**src/logic/opa_pkg.sv**
```systemverilog
package opa_pkg;

  // Register byte offsets on the APB slave
  localparam logic [7:0] OFF_PIN_SEL = 8'h00;
  localparam logic [7:0] OFF_AUX_CTRL = 8'h04;
  localparam logic [7:0] OFF_GEN_OUT = 8'h08;
  localparam logic [7:0] OFF_CT_PRELOAD = 8'h0c;
  localparam logic [7:0] OFF_CT_CMD = 8'h10;
  localparam logic [7:0] OFF_INT_STATUS = 8'h14;
  localparam logic [7:0] OFF_INT_MASK = 8'h18;
  localparam logic [7:0] OFF_CHG_FLAGS = 8'h1c;
  localparam logic [7:0] OFF_CSEL_A = 8'h20;
  localparam logic [7:0] OFF_CSEL_B = 8'h24;

  // Values after reset
  localparam logic [7:0] RST_PIN_SEL = 8'h00;
  localparam logic [7:0] RST_AUX_CTRL = 8'h00;
  localparam logic [7:0] RST_GEN_OUT = 8'h00;
  localparam logic [7:0] RST_INT_MASK = 8'h00;
  localparam logic [15:0] RST_CT_PRELOAD = 16'h0002;
  localparam logic [3:0] RST_CSEL = 4'h0;

  // Field positions
  localparam int AUX_SET2_BIT = 7;
  localparam int AUX_CT_LSB = 4;
  localparam int ISR_CHG_BIT = 7;
  localparam int ISR_B_TXRDY_BIT = 4;
  localparam int ISR_CT_BIT = 3;
  localparam int ISR_A_TXRDY_BIT = 0;
  localparam int CMD_START_BIT = 0;
  localparam int CMD_STOP_BIT = 1;

  // Counter/timer mode and clock source codes
  localparam logic [2:0] CT_CNT_IP2 = 3'h0;
  localparam logic [2:0] CT_CNT_ATX = 3'h1;
  localparam logic [2:0] CT_CNT_BTX = 3'h2;
  localparam logic [2:0] CT_CNT_XD16 = 3'h3;
  localparam logic [2:0] CT_TMR_IP2 = 3'h4;
  localparam logic [2:0] CT_TMR_IPD16 = 3'h5;
  localparam logic [2:0] CT_TMR_X = 3'h6;
  localparam logic [2:0] CT_TMR_XD16 = 3'h7;

  // Pin select codes for the two-bit fields
  localparam logic [1:0] PSEL_GEN = 2'h0;
  localparam logic [1:0] PSEL_AUX = 2'h1;
  localparam logic [1:0] PSEL_TX1X = 2'h2;
  localparam logic [1:0] PSEL_RX1X = 2'h3;

  // Clock select code that passes the external 1X clock
  localparam logic [3:0] CSEL_EXT_1X = 4'hf;
  localparam logic [3:0] PRESCALE_LAST = 4'hf;

  // Reference edges per 16X period: 3.6864 MHz / (16 * rate), rounded
  localparam logic [12:0] BRG_DIV_SET1 [13] = '{
    13'd4608, 13'd2095, 13'd1713, 13'd1152, 13'd768, 13'd384, 13'd219,
    13'd192, 13'd96, 13'd48, 13'd32, 13'd24, 13'd6};
  localparam logic [12:0] BRG_DIV_SET2 [13] = '{
    13'd3072, 13'd2095, 13'd1713, 13'd1536, 13'd768, 13'd384, 13'd192,
    13'd128, 13'd115, 13'd96, 13'd48, 13'd24, 13'd12};
  localparam int BRG_RATES = 13;

endpackage

```
**src/logic/opa_brg_if.sv**
```systemverilog
`timescale 1ns/10ps
`default_nettype none
interface opa_brg_if;
  logic xtal_edge;
  logic set2;
  logic [3:0] csel;
  logic ext_1x;
  logic clk16;
  modport ctrl (output xtal_edge, output set2, output csel, output ext_1x,
                input clk16);
  modport gen (input xtal_edge, input set2, input csel, input ext_1x,
               output clk16);
endinterface
`default_nettype wire

```
**src/logic/opa_baud_gen.sv**
```systemverilog
`timescale 1ns/10ps
`default_nettype none
module opa_baud_gen
(
  // Clock and reset
  input wire logic clk,
  input wire logic reset,
  // Rate selection and 16X clock
  opa_brg_if.gen brg
);

  typedef struct packed {
    logic [12:0] cnt;
    logic clk16;
  } opa_brg_state_t;

  opa_brg_state_t s_q, s_d;

  // Divisor lookup for one rate code of the chosen set
  function automatic logic [12:0] opa_div(input logic set2,
                                          input logic [3:0] code);
    logic [12:0] d;
    d = opa_pkg::BRG_DIV_SET1[0];
    if (int'(code) < opa_pkg::BRG_RATES)
    begin
      d = set2 ? opa_pkg::BRG_DIV_SET2[code] : opa_pkg::BRG_DIV_SET1[code];
    end
    return d;
  endfunction

  // Count reference edges; high for the first half of each period
  always_comb
  begin
    logic [12:0] div;
    div = opa_div(brg.set2, brg.csel);
    s_d = s_q;
    if (brg.xtal_edge)
    begin
      if (s_q.cnt >= div - 13'd1)
        s_d.cnt = 13'h0000;
      else
        s_d.cnt = s_q.cnt + 13'd1;
    end
    s_d.clk16 = (s_q.cnt < (div >> 1));
    if (brg.csel == opa_pkg::CSEL_EXT_1X)
      s_d.clk16 = brg.ext_1x; // Selected external 1X clock
  end

  // State register
  always_ff @(posedge clk or posedge reset)
  begin
    if (reset)
      s_q <= '0;
    else
      s_q <= s_d;
  end

  assign brg.clk16 = s_q.clk16;

endmodule
`default_nettype wire

```
**src/logic/opa_output_port_aux.sv**
```systemverilog
`timescale 1ns/10ps
`default_nettype none
module opa_output_port_aux
(
  // Clock and reset
  input wire logic clk,
  input wire logic reset,
  // APB slave
  input wire logic psel,
  input wire logic penable,
  input wire logic pwrite,
  input wire logic [7:0] paddr,
  input wire logic [31:0] pwdata,
  output logic [31:0] prdata,
  output logic pready,
  output logic pslverr,
  // Pins from outside
  input wire logic crystal_clock_input,
  input wire logic [3:0] input_pins,
  // Channel logic on this clock
  input wire logic chan_a_tx_ready,
  input wire logic chan_b_tx_ready,
  input wire logic chan_a_rx_status,
  input wire logic chan_b_rx_status,
  input wire logic chan_a_tx_bit_clock,
  input wire logic chan_a_rx_bit_clock,
  input wire logic chan_b_tx_bit_clock,
  input wire logic chan_b_rx_bit_clock,
  // Baud clocks to the channels
  output logic chan_a_clk16,
  output logic chan_b_clk16,
  // Output pins two to seven, index 0 is pin two
  output logic [5:0] output_pin_o,
  output logic [5:0] output_pin_oe_n,
  // Input change interrupt request
  output logic input_change_irq
);

  typedef struct packed {
    logic xtal_s1;
    logic xtal_s2;
    logic xtal_prev;
    logic [3:0] ip_s1;
    logic [3:0] ip_s2;
    logic [3:0] ip_prev;
    logic [3:0] xtal_div;
    logic [3:0] ip2_div;
    logic atx_prev;
    logic btx_prev;
    logic [7:0] pin_sel;
    logic [7:0] aux_ctrl;
    logic [7:0] gen_out;
    logic [7:0] int_mask;
    logic [3:0] csel_a;
    logic [3:0] csel_b;
    logic [15:0] preload;
    logic [15:0] count;
    logic ct_run;
    logic ct_out;
    logic ct_ready;
    logic sq_phase;
    logic [3:0] chg;
    logic chg_int;
    logic ack;
    logic slverr;
    logic [31:0] rdata;
    logic [5:0] pin_o;
    logic [5:0] pin_oe_n;
    logic irq;
  } opa_state_t;

  opa_state_t s_q, s_d;
  opa_brg_if brg_a ();
  opa_brg_if brg_b ();

  // One baud generator per channel, both fed from the same rate set
  opa_baud_gen u_brg_a
  (
    .clk (clk),
    .reset (reset),
    .brg (brg_a.gen)
  );

  opa_baud_gen u_brg_b
  (
    .clk (clk),
    .reset (reset),
    .brg (brg_b.gen)
  );

  // Rate set and per-channel select into the generators
  assign brg_a.xtal_edge = s_q.xtal_s2 & ~s_q.xtal_prev;
  assign brg_a.set2 = s_q.aux_ctrl[opa_pkg::AUX_SET2_BIT];
  assign brg_a.csel = s_q.csel_a;
  assign brg_a.ext_1x = chan_a_tx_bit_clock;
  assign brg_b.xtal_edge = s_q.xtal_s2 & ~s_q.xtal_prev;
  assign brg_b.set2 = s_q.aux_ctrl[opa_pkg::AUX_SET2_BIT];
  assign brg_b.csel = s_q.csel_b;
  assign brg_b.ext_1x = chan_b_tx_bit_clock;

  // Next-state logic of the whole block
  always_comb
  begin
    logic xtal_edge;
    logic ip2_edge;
    logic xd16_edge;
    logic ipd16_edge;
    logic ct_edge;
    logic timer_mode;
    logic [2:0] ct_mode;
    logic wr_done;
    logic rd_take;
    logic start_cmd;
    logic stop_cmd;
    logic [3:0] chg_set;
    logic [3:0] src_sel;
    logic [3:0] src_val;
    logic [7:0] interrupt_status;
    logic [31:0] rd;
    logic bad;
    logic od;
    logic val;

    // All locals start at zero so no path leaves one stale
    {xtal_edge, ip2_edge, xd16_edge, ipd16_edge, ct_edge, timer_mode,
     ct_mode, wr_done, rd_take, start_cmd, stop_cmd, chg_set, src_sel,
     src_val, interrupt_status, rd, bad, od, val} = '0;
    s_d = s_q;

    // Two flip-flops on every pin input before use
    s_d.xtal_s1 = crystal_clock_input;
    s_d.xtal_s2 = s_q.xtal_s1;
    s_d.xtal_prev = s_q.xtal_s2;
    s_d.ip_s1 = input_pins;
    s_d.ip_s2 = s_q.ip_s1;
    s_d.ip_prev = s_q.ip_s2;
    s_d.atx_prev = chan_a_tx_bit_clock;
    s_d.btx_prev = chan_b_tx_bit_clock;

    // Edges of the counter sources, with divide-by-16 prescalers
    xtal_edge = s_q.xtal_s2 & ~s_q.xtal_prev;
    ip2_edge = s_q.ip_s2[2] & ~s_q.ip_prev[2];
    xd16_edge = xtal_edge && (s_q.xtal_div == opa_pkg::PRESCALE_LAST);
    ipd16_edge = ip2_edge && (s_q.ip2_div == opa_pkg::PRESCALE_LAST);
    if (xtal_edge)
      s_d.xtal_div = s_q.xtal_div + 4'h1;
    if (ip2_edge)
      s_d.ip2_div = s_q.ip2_div + 4'h1;

    ct_mode = s_q.aux_ctrl[opa_pkg::AUX_CT_LSB +: 3];
    timer_mode = ct_mode[2];
    case (ct_mode)
      opa_pkg::CT_CNT_IP2: ct_edge = ip2_edge;
      opa_pkg::CT_CNT_ATX: ct_edge = chan_a_tx_bit_clock & ~s_q.atx_prev;
      opa_pkg::CT_CNT_BTX: ct_edge = chan_b_tx_bit_clock & ~s_q.btx_prev;
      opa_pkg::CT_CNT_XD16: ct_edge = xd16_edge;
      opa_pkg::CT_TMR_IP2: ct_edge = ip2_edge;
      opa_pkg::CT_TMR_IPD16: ct_edge = ipd16_edge;
      opa_pkg::CT_TMR_X: ct_edge = xtal_edge;
      opa_pkg::CT_TMR_XD16: ct_edge = xd16_edge;
      default: ct_edge = 1'b0;
    endcase

    // APB: one wait state; effects land on the edge pready is seen
    s_d.ack = psel & penable & ~s_q.ack;
    wr_done = psel & penable & s_q.ack & pwrite;
    rd_take = psel & penable & ~s_q.ack & ~pwrite;
    start_cmd = wr_done && (paddr == opa_pkg::OFF_CT_CMD) &&
                pwdata[opa_pkg::CMD_START_BIT];
    stop_cmd = wr_done && (paddr == opa_pkg::OFF_CT_CMD) &&
               pwdata[opa_pkg::CMD_STOP_BIT];

    // Configuration writes
    if (wr_done)
    begin
      case (paddr)
        opa_pkg::OFF_PIN_SEL: s_d.pin_sel = pwdata[7:0];
        opa_pkg::OFF_AUX_CTRL: s_d.aux_ctrl = pwdata[7:0];
        opa_pkg::OFF_GEN_OUT: s_d.gen_out = pwdata[7:0];
        opa_pkg::OFF_CT_PRELOAD: s_d.preload = pwdata[15:0];
        opa_pkg::OFF_INT_MASK: s_d.int_mask = pwdata[7:0];
        opa_pkg::OFF_CSEL_A: s_d.csel_a = pwdata[3:0];
        opa_pkg::OFF_CSEL_B: s_d.csel_b = pwdata[3:0];
        default: s_d.pin_sel = s_q.pin_sel;
      endcase
    end

    // Stop first, so a terminal count in the same cycle still sets ready
    if (stop_cmd)
    begin
      s_d.ct_ready = 1'b0;
      if (!timer_mode)
      begin
        s_d.ct_run = 1'b0;
        s_d.ct_out = 1'b1; // Back high on stop
      end
    end

    // Counter/timer core
    if (start_cmd)
    begin
      s_d.ct_run = 1'b1;
      s_d.count = s_q.preload;
      s_d.sq_phase = 1'b1;
      s_d.ct_out = 1'b1;
    end
    else if (s_q.ct_run && ct_edge)
    begin
      if (timer_mode)
      begin
        // Half period equals the preload, so the period is twice it
        if (s_q.count <= 16'h0001)
        begin
          s_d.count = s_q.preload;
          s_d.sq_phase = ~s_q.sq_phase;
          if (!s_q.sq_phase)
            s_d.ct_ready = 1'b1;
        end
        else
          s_d.count = s_q.count - 16'h0001;
      end
      else
      begin
        // Keeps counting past terminal count until stopped
        s_d.count = s_q.count - 16'h0001;
        if (s_q.count == 16'h0001)
        begin
          s_d.ct_ready = 1'b1;
          s_d.ct_out = stop_cmd; // Low at terminal count, high if stopped in the same cycle
        end
      end
    end

    // Input change; a read clears only the flags it returned
    chg_set = s_q.ip_s2 ^ s_q.ip_prev;
    if (wr_done == 1'b0 && psel && penable && s_q.ack &&
        paddr == opa_pkg::OFF_CHG_FLAGS)
    begin
      s_d.chg = s_q.chg & ~s_q.rdata[7:4];
      s_d.chg_int = 1'b0;
    end
    s_d.chg = s_d.chg | chg_set;
    if (|(chg_set & s_q.aux_ctrl[3:0]))
      s_d.chg_int = 1'b1;

    // Status as software sees it
    interrupt_status = 8'h00;
    interrupt_status[opa_pkg::ISR_CHG_BIT] = s_q.chg_int;
    interrupt_status[6] = 1'b0;
    interrupt_status[5] = chan_b_rx_status;
    interrupt_status[opa_pkg::ISR_B_TXRDY_BIT] = chan_b_tx_ready;
    interrupt_status[opa_pkg::ISR_CT_BIT] = s_q.ct_ready;
    interrupt_status[1] = chan_a_rx_status;
    interrupt_status[opa_pkg::ISR_A_TXRDY_BIT] = chan_a_tx_ready;
    s_d.irq = s_q.chg_int & s_q.int_mask[opa_pkg::ISR_CHG_BIT];

    // Read data; pin select, aux control, preload and command registers are write-only and read zero
    rd = 32'h0000_0000;
    bad = 1'b0;
    case (paddr)
      opa_pkg::OFF_PIN_SEL, opa_pkg::OFF_AUX_CTRL,
      opa_pkg::OFF_CT_PRELOAD, opa_pkg::OFF_CT_CMD: rd = 32'h0000_0000;
      opa_pkg::OFF_GEN_OUT: rd = {24'h00_0000, s_q.gen_out};
      opa_pkg::OFF_INT_STATUS: rd = {24'h00_0000, interrupt_status};
      opa_pkg::OFF_INT_MASK: rd = {24'h00_0000, s_q.int_mask};
      opa_pkg::OFF_CHG_FLAGS: rd = {24'h00_0000, s_q.chg, s_q.ip_s2};
      opa_pkg::OFF_CSEL_A: rd = {28'h000_0000, s_q.csel_a};
      opa_pkg::OFF_CSEL_B: rd = {28'h000_0000, s_q.csel_b};
      default: bad = 1'b1;
    endcase
    if (rd_take)
      s_d.rdata = bad ? 32'h0000_0000 : rd;
    s_d.slverr = psel & penable & ~s_q.ack & bad; // Stands with pready

    // Pins four to seven: inverted output bit or an unmasked status line
    src_sel = s_q.pin_sel[7:4];
    src_val = {~chan_b_tx_ready, ~chan_a_tx_ready,
               ~chan_b_rx_status, ~chan_a_rx_status};
    for (int k = 0; k < 4; k++)
    begin
      // Open drain pulls low only; released means the pin floats high
      od = src_sel[k];
      val = od ? src_val[k] : ~s_q.gen_out[k + 4];
      s_d.pin_o[k + 2] = od ? 1'b0 : val;
      s_d.pin_oe_n[k + 2] = od ? val : 1'b0;
    end

    // Pin three
    od = 1'b0;
    case (s_q.pin_sel[3:2])
      opa_pkg::PSEL_GEN: val = ~s_q.gen_out[3];
      opa_pkg::PSEL_AUX:
      begin
        od = 1'b1;
        val = timer_mode ? s_q.sq_phase : s_q.ct_out;
      end
      opa_pkg::PSEL_TX1X: val = chan_b_tx_bit_clock;
      opa_pkg::PSEL_RX1X: val = chan_b_rx_bit_clock;
      default: val = 1'b1;
    endcase
    s_d.pin_o[1] = od ? 1'b0 : val;
    s_d.pin_oe_n[1] = od ? val : 1'b0;

    // Pin two
    case (s_q.pin_sel[1:0])
      opa_pkg::PSEL_GEN: val = ~s_q.gen_out[2];
      opa_pkg::PSEL_AUX: val = brg_a.clk16;
      opa_pkg::PSEL_TX1X: val = chan_a_tx_bit_clock;
      opa_pkg::PSEL_RX1X: val = chan_a_rx_bit_clock;
      default: val = 1'b1;
    endcase
    s_d.pin_o[0] = val;
    s_d.pin_oe_n[0] = 1'b0;
  end

  // State register; control state has fixed values after reset
  always_ff @(posedge clk or posedge reset)
  begin
    if (reset)
    begin
      s_q <= '0;
      s_q.pin_sel <= opa_pkg::RST_PIN_SEL;
      s_q.aux_ctrl <= opa_pkg::RST_AUX_CTRL;
      s_q.gen_out <= opa_pkg::RST_GEN_OUT;
      s_q.int_mask <= opa_pkg::RST_INT_MASK;
      s_q.csel_a <= opa_pkg::RST_CSEL;
      s_q.csel_b <= opa_pkg::RST_CSEL;
      s_q.preload <= opa_pkg::RST_CT_PRELOAD;
      s_q.ct_out <= 1'b1;
      s_q.sq_phase <= 1'b1;
      s_q.pin_o <= 6'h3f;
    end
    else
      s_q <= s_d;
  end

  // Outputs
  assign prdata = s_q.rdata;
  assign pready = s_q.ack;
  assign pslverr = s_q.slverr;
  assign chan_a_clk16 = brg_a.clk16;
  assign chan_b_clk16 = brg_b.clk16;
  assign output_pin_o = s_q.pin_o;
  assign output_pin_oe_n = s_q.pin_oe_n;
  assign input_change_irq = s_q.irq;

endmodule
`default_nettype wire

```
**config.mk**
```make
export PLATFORM = sky130hd
export DESIGN_NAME = opa_output_port_aux
export DESIGN_NICKNAME = d
export VERILOG_FILES = /design/src/logic/opa_pkg.sv /design/src/logic/opa_brg_if.sv /design/src/logic/opa_baud_gen.sv /design/src/logic/opa_output_port_aux.sv
export SDC_FILE = /design/constraint.sdc
export NUM_CORES = 1
export LEC_CHECK = 0
export BUFFER_PORTS_ARGS = -buffer_cell sky130_fd_sc_hd__buf_2
export CAP_MARGIN = 20
export CORE_UTILIZATION = 66
export CTS_BUF_LIST = sky130_fd_sc_hd__clkbuf_4 sky130_fd_sc_hd__clkbuf_8
export DETAILED_ROUTE_END_ITERATION = 7
export MAX_ROUTING_LAYER = met4
export PLACE_DENSITY = 0.84
export SLEW_MARGIN = 20
export SYNTH_ARGS = -nofsm -noshare
export SYNTH_HDL_FRONTEND = slang
export SYNTH_SLANG_ARGS = --single-unit
```
**constraint.sdc**
```tcl
create_clock -name clk -period 11 [get_ports clk]
set_clock_uncertainty 0.15 [all_clocks]
set_input_delay 1.1 -clock clk [delete_from_list [all_inputs] [get_ports clk]]
set_output_delay 1.1 -clock clk [all_outputs]
set_load 0.02 [all_outputs]
```
==> results of run 1 <==
worst register-to-register path: cells and delay by family, from the launching register on:
family                   cells  cell delay (ns)
XOR/XNOR                     1             0.16
AND/OR/NAND/NOR              7             1.29
buffers and inverters        2             0.37
flip-flops                   1             0.62
AO/OA/AOI/OAI                4             0.89
adder cells (fa/ha/maj)      3             0.85
state kept, by name, summed over array words and instances, names as in the netlist:
| name | count |
|---|---|
| output_pin_o | 6 |
| brg_a.set2 | 1 |
| u_brg_a.brg.clk16 | 1 |
| brg_a.csel | 4 |
| s_d | 10 |
| pslverr | 1 |
| input_change_irq | 1 |
| output_pin_oe_n | 5 |
| prdata | 8 |
| pready | 1 |
| u_brg_a.s_q | 13 |
| s_q | 87 |
| brg_b.csel | 4 |
| u_brg_b.brg.clk16 | 1 |
| u_brg_b.s_q | 13 |
logic make-up (layout without fill, tap and decap cells):
group	Yosys count	after routing	share of synthesized area
multiplexers	66	66	0.0781
AO/OA/AOI/OAI	206	206	0.142
adder cells (fa/ha/maj)	71	71	0.0915
buffers and inverters	108	132	0.0655
other	1	25	0.000386
XOR/XNOR	48	48	0.0433
AND/OR/NAND/NOR	305	305	0.176
flip-flops	156	156	0.403
report_power, final:
group | switching (mW) | total, mW | internal, mW
combinational | 0.0927 | 0.165 | 0.0724
sequential | 0.0482 | 0.657 | 0.609
clock | 0.261 | 0.440 | 0.180
total | 0.402 | 1.26 | 0.861
layout by cell type (no fill, tap or decap), types with 8 or more instances in the layout:
cell / instances
ha_1: 71
conb_1: 25
xor2_1: 26
nor2b_1: 11
nand2b_1: 18
a22oi_1: 10
nor2_1: 59
o21ai_0: 50
inv_1: 30
and3_1: 11
clkbuf_8: 18
buf_2: 65
or3_1: 8
nand2_1: 71
nand4_1: 21
mux2_2: 58
a21oi_1: 56
xnor2_1: 22
dfrtp_1: 147
dfstp_2: 9
a21o_1: 13
nor3_1: 21
nand3_1: 32
metrics by stage:
stage / utilization / hold slack [ns] / setup slack [ns] / instances
final: 0.729 / 0.209 / 6.56 / 1189
after CTS: 0.729 / 0.212 / 6.61 / 1189
after global placement: 0.700 / 0.181 / 6.81 / 1157
after detailed placement: 0.700 / 0.189 / 6.68 / 1157
after floorplan: - / 0.181 / 5.56 / 985
after global routing: 0.729 / 0.224 / 6.18 / 1189
layer usage:
| layer | vias to the layer above | track usage |
|---|---|---|
| met5 | - | - |
| met4 | 0 | 0.110 |
| met3 | 43 | 0.0498 |
| met2 | 273 | 0.481 |
| met1 | 3590 | 0.418 |
| li1 | 3496 | - |
cell type report:
class                   count  area (um2)  area share
clock inverters            14         165      0.0161
repair buffers             69         355      0.0346
inverters                  31         121      0.0118
flip-flops and latches    156        3920       0.381
clock buffers              18         248      0.0241
multi-input cells         721        5250       0.510
well taps                 180         225      0.0219
final timing paths:
| kind | endpoint | slack [ns] | cells after the start |
|---|---|---|---|
| max | u_brg_a.s_q[5] | 6.56 | 17 |
| min | s_d[150] | 0.21 | 0 |
| max reg2reg | u_brg_a.s_q[5] | 6.56 | 17 |
| min reg2reg | s_d[150] | 0.21 | 0 |
| max in group asynchronous | s_q[122] | 8.70 | 3 |
| min in group asynchronous | s_q[70] | 0.64 | 2 |
==> metrics.yaml, run 1 <==
outcome:
  run_status: "finished, final reports clean"
clock_tree:
  clk_latency_ns: 0.47
  cts_tree: "done"
  clk_pin_slew_ns: 0.10
  clock-sinks: 156
  postCtsSetupBuffers: 0
  cts_buffer_depth: 2
  cts_max_level: 4
  postCtsHoldBufs: 0
  cts_resized: 0
  clockRootBuffer: "clkbuf_8"
  numCtsBuffers: 17
final_layout:
  drive_gt1_frac: 0.200
  fill_cells: 999
  antenna_cells: 0
  synthToLayoutAreaGrowth_pct: 5.87
  final_area_mm2: 0.0103
  layout.nets: 1125
placed_design:
  dp_hpwl_um: 15300
  post_dp_cell_area_mm2: 0.00986
  numPortBuffers: 65
  place.gp.congestion: 0.940
global_routing:
  grt_usage: 0.311
  overflow: 0
  antenna_found_initial: 0
  grt_max_degree: 88
  grt_pass1_wl_um: 35300
  grt_pass1_vias: 7093
floorplanning:
  die_y_um: 123
  io_pins: 107
  die_w_um: 123
  core_area_mm2: 0.0141
  num_rows: 43
  initial_core_util: 0.689
  dieArea_mm2: 0.0152
power_and_ir_drop:
  power_mw: 1.26
  p_leak_nw: 4.90
  irDropWorstVdd_uv: 113
  powerDensity_mw_per_mm2: 123
routing:
  firstDrtPassIters: 8
  drc: 0
  met1Wirelength_um: 9570
  top_layer: "met4"
  dr.first_iter.drc_count: 650
  wl_per_cell_um: 18.2
  wl_met3_um: 1220
  dr_total_vias: 7402
  met2WireLength_um: 10500
  drtAntennaViolNets: 0
  wl_um: 21700
  viasPerCell: 6.23
critical_path:
  rr_startpoint: "brg_a.csel[1]"
  endpoint_kind: "flip-flop"
  cp-startpoint: "brg_a.csel[1]"
  path_max_fanout: 13
  worst-path-buf-inv: 2
  crit_required_ns: 11.21
  max_stage_delay_ns: 0.62
  arrival_ns: 4.64
  startpoint_type: "flip-flop"
  path_delay_family: "simple AND/OR/NAND/NOR gates"
  path_cells: "inv_1 -> ha_1 -> nor2b_1 -> and2_1 -> a21oi_1 -> ha_1 -> nand2_1 -> and4b_4 -> nand3_2 -> xnor2_1 -> ha_1 -> a21o_1 -> a21o_1 -> a21o_1 -> nand2_1 -> inv_1 -> nor4_1"
  crit_type: "flip-flop to flip-flop"
  crit_path_top_delay_cell: "dfrtp_1"
timing:
  setup_tns_ns: 0
  max_slew.worst_pin.slew_ns: 0.900
  drv_slew: 0
  rsz0062_at_grt: "no"
  max_freq_ghz: 0.225
  min_period_ns: 4.44
  hold_viol: 0
  slew_headroom: 0.399
  finalSetupViolCount: 0
  fin_crit_sh: 0.403
yosys:
  synthDistinctLibCells: 94
  synth_seq_cells: 156
  synth_top_area_frac: 0.379
  yosysMostFrequentCell: "dfrtp_1"
  synth_edf_count: 0
  synth_area_mm2: 0.00971
  synth_top_cell_by_area: "dfrtp_1"
  avgSynthCellArea_um2: 10.1
  synthArstFlopShare: 1.00
  ys_warn_count: 0
  synth_top_cells_by_area: "dfrtp_1 (38%), ha_1 (9.2%), mux2_2 (6.7%)"
  synthTopCellsByCount: "dfrtp_1 (147), ha_1 (71), nand2_1 (71), nor2_1 (59), mux2_2 (58)"
  syn_inst: 961
  ys.flop_type: "dfrtp_1"
  ys_seq_area_frac: 0.403
worst_hold_path:
  worstHoldStart: "s_d[151]"
  hp-class: "flip-flop to flip-flop"
flow_run:
  maxCapViolCount: 0
No activity file was read; power rests on OpenSTA's default activity.
==> run 2: changes to the inputs <==
--- a/config.mk
+++ b/config.mk
@@ -7,11 +7,11 @@
 export LEC_CHECK = 0
 export BUFFER_PORTS_ARGS = -buffer_cell sky130_fd_sc_hd__buf_2
 export CAP_MARGIN = 20
-export CORE_UTILIZATION = 66
+export CORE_UTILIZATION = 61
 export CTS_BUF_LIST = sky130_fd_sc_hd__clkbuf_4 sky130_fd_sc_hd__clkbuf_8
 export DETAILED_ROUTE_END_ITERATION = 7
 export MAX_ROUTING_LAYER = met4
-export PLACE_DENSITY = 0.84
+export PLACE_DENSITY = 0.79
 export SLEW_MARGIN = 20
 export SYNTH_ARGS = -nofsm -noshare
 export SYNTH_HDL_FRONTEND = slang
==> constraint.sdc (replaced) <==
create_clock -name clk -period 4.5 [get_ports clk]
set_clock_uncertainty 0.15 [all_clocks]
set_input_delay 0.45 -clock clk [delete_from_list [all_inputs] [get_ports clk]]
set_output_delay 0.45 -clock clk [all_outputs]
set_load 0.02 [all_outputs]
==> run 2 against run 1 <==
Sequential share of layout area is 0.68 points lower. Via count is 0.36% higher. Register-to-register slack worse by 6.1 ns. Wire length is 0.22% lower. Combinational power grew to 2.5 times the previous value. First-iteration DRC count is 12% lower. Total power is 150% higher. Worst setup slack worse by 6.1 ns. Global-route usage is 2.2 points lower. Sequential power is 140% higher. Critical path type unchanged. Critical endpoint unchanged. Largest power group unchanged.
==> metrics.yaml, run 2 (same netlist as run 1, synthesis figures left out) <==
clock_tree:
  clk_latency_ns: 0.48
  clock-sinks: 156
  cts_buffer_depth: 2
  cts_tree: "done"
  numCtsBuffers: 17
  cts_max_level: 4
  clockRootBuffer: "clkbuf_8"
  clk_pin_slew_ns: 0.10
power_and_ir_drop:
  powerDensity_mw_per_mm2: 298
  irDropWorstVdd_uv: 276
  p_leak_nw: 4.97
floorplanning:
  dieArea_mm2: 0.0164
  core_area_mm2: 0.0154
  io_pins: 107
  die_w_um: 128
  die_y_um: 128
  num_rows: 45
  initial_core_util: 0.631
critical_path:
  ff2ff_setup_slack_ns: 0.46
  path_delay_family: "simple AND/OR/NAND/NOR gates"
  crit_type: "flip-flop to flip-flop"
  path_max_fanout: 12
  crit_required_ns: 4.73
  endpoint_kind: "flip-flop"
  path_depth: 18
  rr_worst_depth: 18
  timing.rr.end: "u_brg_a.s_q[5]"
  crit_path_top_delay_cell: "dfrtp_2"
  startpoint_type: "flip-flop"
  max_stage_delay_ns: 0.47
  rr_startpoint: "brg_a.csel[0]"
  arrival_ns: 4.27
  worst-path-buf-inv: 2
  path_cells: "inv_1 -> ha_1 -> nor2b_1 -> and2_1 -> o21ai_1 -> a31o_2 -> ha_1 -> nand2_1 -> and4b_4 -> nand3_2 -> xnor2_1 -> ha_1 -> a21o_1 -> a21o_1 -> a21o_1 -> nand2_1 -> inv_1 -> nor4_1"
routing:
  viasPerCell: 6.02
  firstDrtPassIters: 6
  wl_um: 21600
  wl_per_cell_um: 17.5
  drc: 0
  dr.first_iter.drc_count: 571
  dr_total_vias: 7429
  drtAntennaViolNets: 0
placed_design:
  pre_cts_slack_ns: 0.369
  dp_hpwl_um: 15300
  numPortBuffers: 65
  place.gp.congestion: 0.882
timing:
  min_period_ns: 4.04
  fin_ws_ns: 0.462
  max_freq_ghz: 0.248
  finalSetupViolCount: 0
  holdWs_ns: 0.0281
  drv_slew: 0
  fin_crit_sh: 0.897
  slew_headroom: 0.383
  max_slew.worst_pin.slew_ns: 0.924
  rsz0062_at_grt: "no"
  hold_viol: 0
  setup_tns_ns: 0
final_layout:
  largest_register_ffs: 87
  top_regs: "s_q x87, u_brg_a.s_q x13, u_brg_b.s_q x13"
  layout.nets: 1139
  drive_gt1_frac: 0.203
  antenna_cells: 0
  final_common_cell: "dfrtp_1"
  fill_cells: 1194
  top_register: "s_q"
  layout_common_cells: "dfrtp_1 (146), nand2_1 (71), ha_1 (71)"
  synthToLayoutAreaGrowth_pct: 7.82
global_routing:
  antenna_found_initial: 0
  grt_usage: 0.290
  grt_max_degree: 124
  grt_pass1_vias: 6912
  grt_pass1_wl_um: 35500
  overflow: 0
worst_hold_path:
  worstHoldStart: "chan_a_tx_bit_clock"
  min_to: "s_q[129]"
  holdPathStages: 1
  hp-class: "primary input to flip-flop"
flow_run:
  maxCapViolCount: 0
outcome:
  run_status: "finished, final reports clean"
-- run 2: changes by cell type in the layout (fill, tap and decap cells not counted), sizes merged --
cell         previous run  this run
dlygate4sd3             0        10
buf                    69        73
bufinv                  0         1
clkinv                  6         5
clkinvlp                0         1
inv                    39        38
-- run 2: through the flow --
stage                     cell area, um2  cells  utilization  power (mW)
after floorplan                     9800    985            -        1.91
after global placement              9940   1192        0.647        2.01
after detailed placement            9940   1192        0.647        2.03
after CTS                          10500   1234        0.681        3.14
after global routing               10500   1234        0.681        3.28
final                              10500   1234        0.681        3.12
-- run 2: what timing repair did --
item                                   CTS  global route
setup endpoints to repair                0             3
hold buffers                            10             0
setup buffers                            0             0
endpoints found under the hold margin   40             0
gates resized for setup                  0             2
-- run 2: how the worst max path moves through the flow --
stage                  start               to  slack [ns]
5_1_grt        brg_a.csel[0]   u_brg_a.s_q[5]        0.11
6_report       brg_a.csel[0]   u_brg_a.s_q[5]        0.46
2_1_floorplan  brg_a.csel[1]  u_brg_a.s_q[10]        0.67
4_1_cts        brg_a.csel[0]   u_brg_a.s_q[5]        0.34
3_5_place_dp   brg_a.csel[0]   u_brg_a.s_q[5]        0.37
3_3_place_gp   brg_a.csel[0]   u_brg_a.s_q[5]        0.47
-- run 2: area by class of cell --
| class | count | area (um2) | area share |
|---|---|---|---|
| clock buffers | 18 | 241 | 0.0231 |
| clock inverters | 14 | 176 | 0.0169 |
| inverters | 31 | 120 | 0.0115 |
| multi-input cells | 721 | 5250 | 0.502 |
| flip-flops and latches | 156 | 3920 | 0.374 |
| well taps | 211 | 264 | 0.0252 |
| repair buffers | 83 | 498 | 0.0476 |
-- run 2: metal layers --
metal | share of wire | GRT usage
met2 | 0.47 | 0.441
met3 | 0.047 | 0.0526
met5 | 0 | -
met4 | 0.025 | 0.102
met1 | 0.45 | 0.391
-- run 2: where the power goes --
| group | total (mW) | switching [mW] | internal (mW) |
|---|---|---|---|
| sequential | 1.60 | 0.116 | 1.49 |
| combinational | 0.413 | 0.229 | 0.184 |
| clock | 1.10 | 0.623 | 0.480 |
==> run 3: changes to the inputs <==
==> constraint.sdc (replaced) <==
create_clock -name clk -period 4.1 [get_ports clk]
set_clock_uncertainty 0.15 [all_clocks]
set_input_delay 0.41 -clock clk [delete_from_list [all_inputs] [get_ports clk]]
set_output_delay 0.41 -clock clk [all_outputs]
set_load 0.02 [all_outputs]
==> run 3 against run 2 <==
Register-to-register slack worse by 0.14 ns. Count of clock-buffer cells in the layout down 1. Highest routed layer unchanged. Combinational power up 8.7%. Worst hold slack worse by 0.033 ns. The flow now finishes with violations (negative hold slack). Non-clock buffer count up 14. Critical endpoint unchanged. Global-route usage down 0.26 points. Die area unchanged. Utilization up 0.57 points. Largest power group unchanged. Fmax up 6.8%. First-iteration DRC count down 0.70%.
==> metrics.yaml, run 3 (same netlist as run 1, synthesis figures left out) <==
floorplanning:
  dieArea_mm2: 0.0164
  die_y_um: 128
  io_pins: 107
  core_area_mm2: 0.0154
  die_w_um: 128
  initial_core_util: 0.631
  num_rows: 45
critical_path:
  path_cells: "inv_1 -> ha_1 -> nor2b_1 -> and2_1 -> o21ai_1 -> a31o_2 -> ha_1 -> nand2_1 -> and4b_4 -> nand3_2 -> xnor2_1 -> ha_1 -> a21o_1 -> a21o_1 -> a21o_1 -> nand2_1 -> inv_1 -> nor4_1"
  startpoint_type: "flip-flop"
  max_stage_delay_ns: 0.35
  path_max_fanout: 12
  endpoint_kind: "flip-flop"
  crit_required_ns: 4.32
  arrival_ns: 4.01
  crit_path_top_delay_cell: "dfrtp_1"
  worst-path-buf-inv: 2
  crit_type: "flip-flop to flip-flop"
  path_delay_family: "simple AND/OR/NAND/NOR gates"
global_routing:
  grt_max_degree: 157
  grt_pass1_wl_um: 35700
  overflow: 0
  antenna_found_initial: 0
  grt_pass1_vias: 7184
  grt_usage: 0.287
timing:
  hold_viol: 13
  finalSetupViolCount: 0
  fin_crit_sh: 0.922
  slew_headroom: 0.393
  max_slew.worst_pin.slew_ns: 0.907
  holdWs_ns: -0.00486
  min_period_ns: 3.78
  rsz0062_at_grt: "no"
  setup_tns_ns: 0
  drv_slew: 0
  max_freq_ghz: 0.264
placed_design:
  post_dp_cell_area_mm2: 0.0100
  place.gp.congestion: 0.908
  dp.cells: 1204
  numPortBuffers: 65
  dp_hpwl_um: 15200
final_layout:
  drive_gt1_frac: 0.210
  largest_register_ffs: 87
  top_regs: "s_q x87, u_brg_a.s_q x13, u_brg_b.s_q x13"
  final_area_mm2: 0.0106
  layout.nets: 1153
  synthToLayoutAreaGrowth_pct: 8.73
  layout_common_cells: "dfrtp_1 (147), nand2_1 (71), ha_1 (71)"
  final_common_cell: "dfrtp_1"
  antenna_cells: 0
  final_core_util: 0.687
  top_register: "s_q"
  fin_cells: 1248
power_and_ir_drop:
  irDropWorstVdd_uv: 292
  powerDensity_mw_per_mm2: 320
  internal_power_mw: 2.30
  p_leak_nw: 5.03
  p_comb_frac: 0.133
  power_mw: 3.37
  clkPwrFrac: 0.345
  swShare: 0.318
  seqPwrFrac: 0.521
  power.switching_mw: 1.07
routing:
  firstDrtPassIters: 5
  drc: 0
  wl_per_cell_um: 17.1
  dr_total_vias: 7398
  viasPerCell: 5.93
  dr.first_iter.drc_count: 567
  drtAntennaViolNets: 0
  wl_um: 21300
clock_tree:
  cts_max_level: 4
  cts_tree: "done"
  clockRootBuffer: "clkbuf_8"
  clock-sinks: 156
  cts_resized: 0
  clk_latency_ns: 0.47
  numCtsBuffers: 17
  clk_pin_slew_ns: 0.10
  cts_buffer_depth: 2
worst_hold_path:
  hp-class: "primary input to asynchronous set/reset pin"
outcome:
  run_status: "complete, but fails checks"
  violations: "negative hold slack"
flow_run:
  maxCapViolCount: 0
==> run 3: cell types whose count changed in the layout (fill, tap and decap cells not counted), moves of 2 or more <==
cell and change:
buf_4 +12, dlygate4sd3_1 +2, inv_6 -2, inv_8 +3
==> run 3: final timing paths <==
path,from,end,slack [ns],cells past startpoint
min in group clk,pwdata[14],s_q[86],0.02,2
max reg2reg,brg_a.csel[0],u_brg_a.s_q[5],0.32,18
min,reset,s_q[81],-0.005,3
min reg2reg,s_d[145],s_d[141],0.21,0
max,brg_a.csel[0],u_brg_a.s_q[5],0.32,18
max in group asynchronous,reset,u_brg_b.s_q[5],3.17,3
==> run 3: final cells by class <==
cell class                      instances  area (um2)
Sequential cell                       156        3920
Tap cell                              211         264
Timing Repair Buffer                   97         608
Clock inverter                         15         166
Fill cell                            1194        4820
Clock buffer                           17         234
Multi-Input combinational cell        721        5250
Inverter                               31         120
==> run 3: power by group through the flow <==
stage	sequential, mW	combinational [mW]	clock (mW)
floorplan	1.75	0.346	0
global placement	1.78	0.418	0
detailed placement	1.79	0.440	0
CTS	1.76	0.451	1.19
global route	1.78	0.525	1.25
finish	1.76	0.449	1.16
==> run 3: what timing repair did <==
item                                   in CTS  in global routing
hold buffers                               12                  0
buffers inserted                            0                  0
endpoints found under the hold margin      12                  0
==> run 3: worst min-delay path, delay by kind of cell <==
family	cells	cell delay, ns
buf+inv	3	0.72
==> run 3: per-stage QoR <==
| step | hold WS (ns) | setup slack, ns |
|---|---|---|
| 2_1_floorplan | 0.181 | 0.266 |
| 3_3_place_gp | 0.182 | 0.391 |
| 3_5_place_dp | 0.185 | 0.344 |
| 4_1_cts | 0.0000561 | 0.305 |
| 5_1_grt | 0.0149 | 0.0247 |
| 6_report | -0.00486 | 0.318 |
==> run 3: routing by layer <==
| layer | wire length (um) | part of all wire | global-route usage |
|---|---|---|---|
| met1 | 9770 | 0.46 | 0.381 |
| met2 | 10200 | 0.48 | 0.449 |
| met3 | 1020 | 0.048 | 0.0547 |
| met4 | 331 | 0.016 | 0.0858 |
| met5 | 0 | 0 | - |
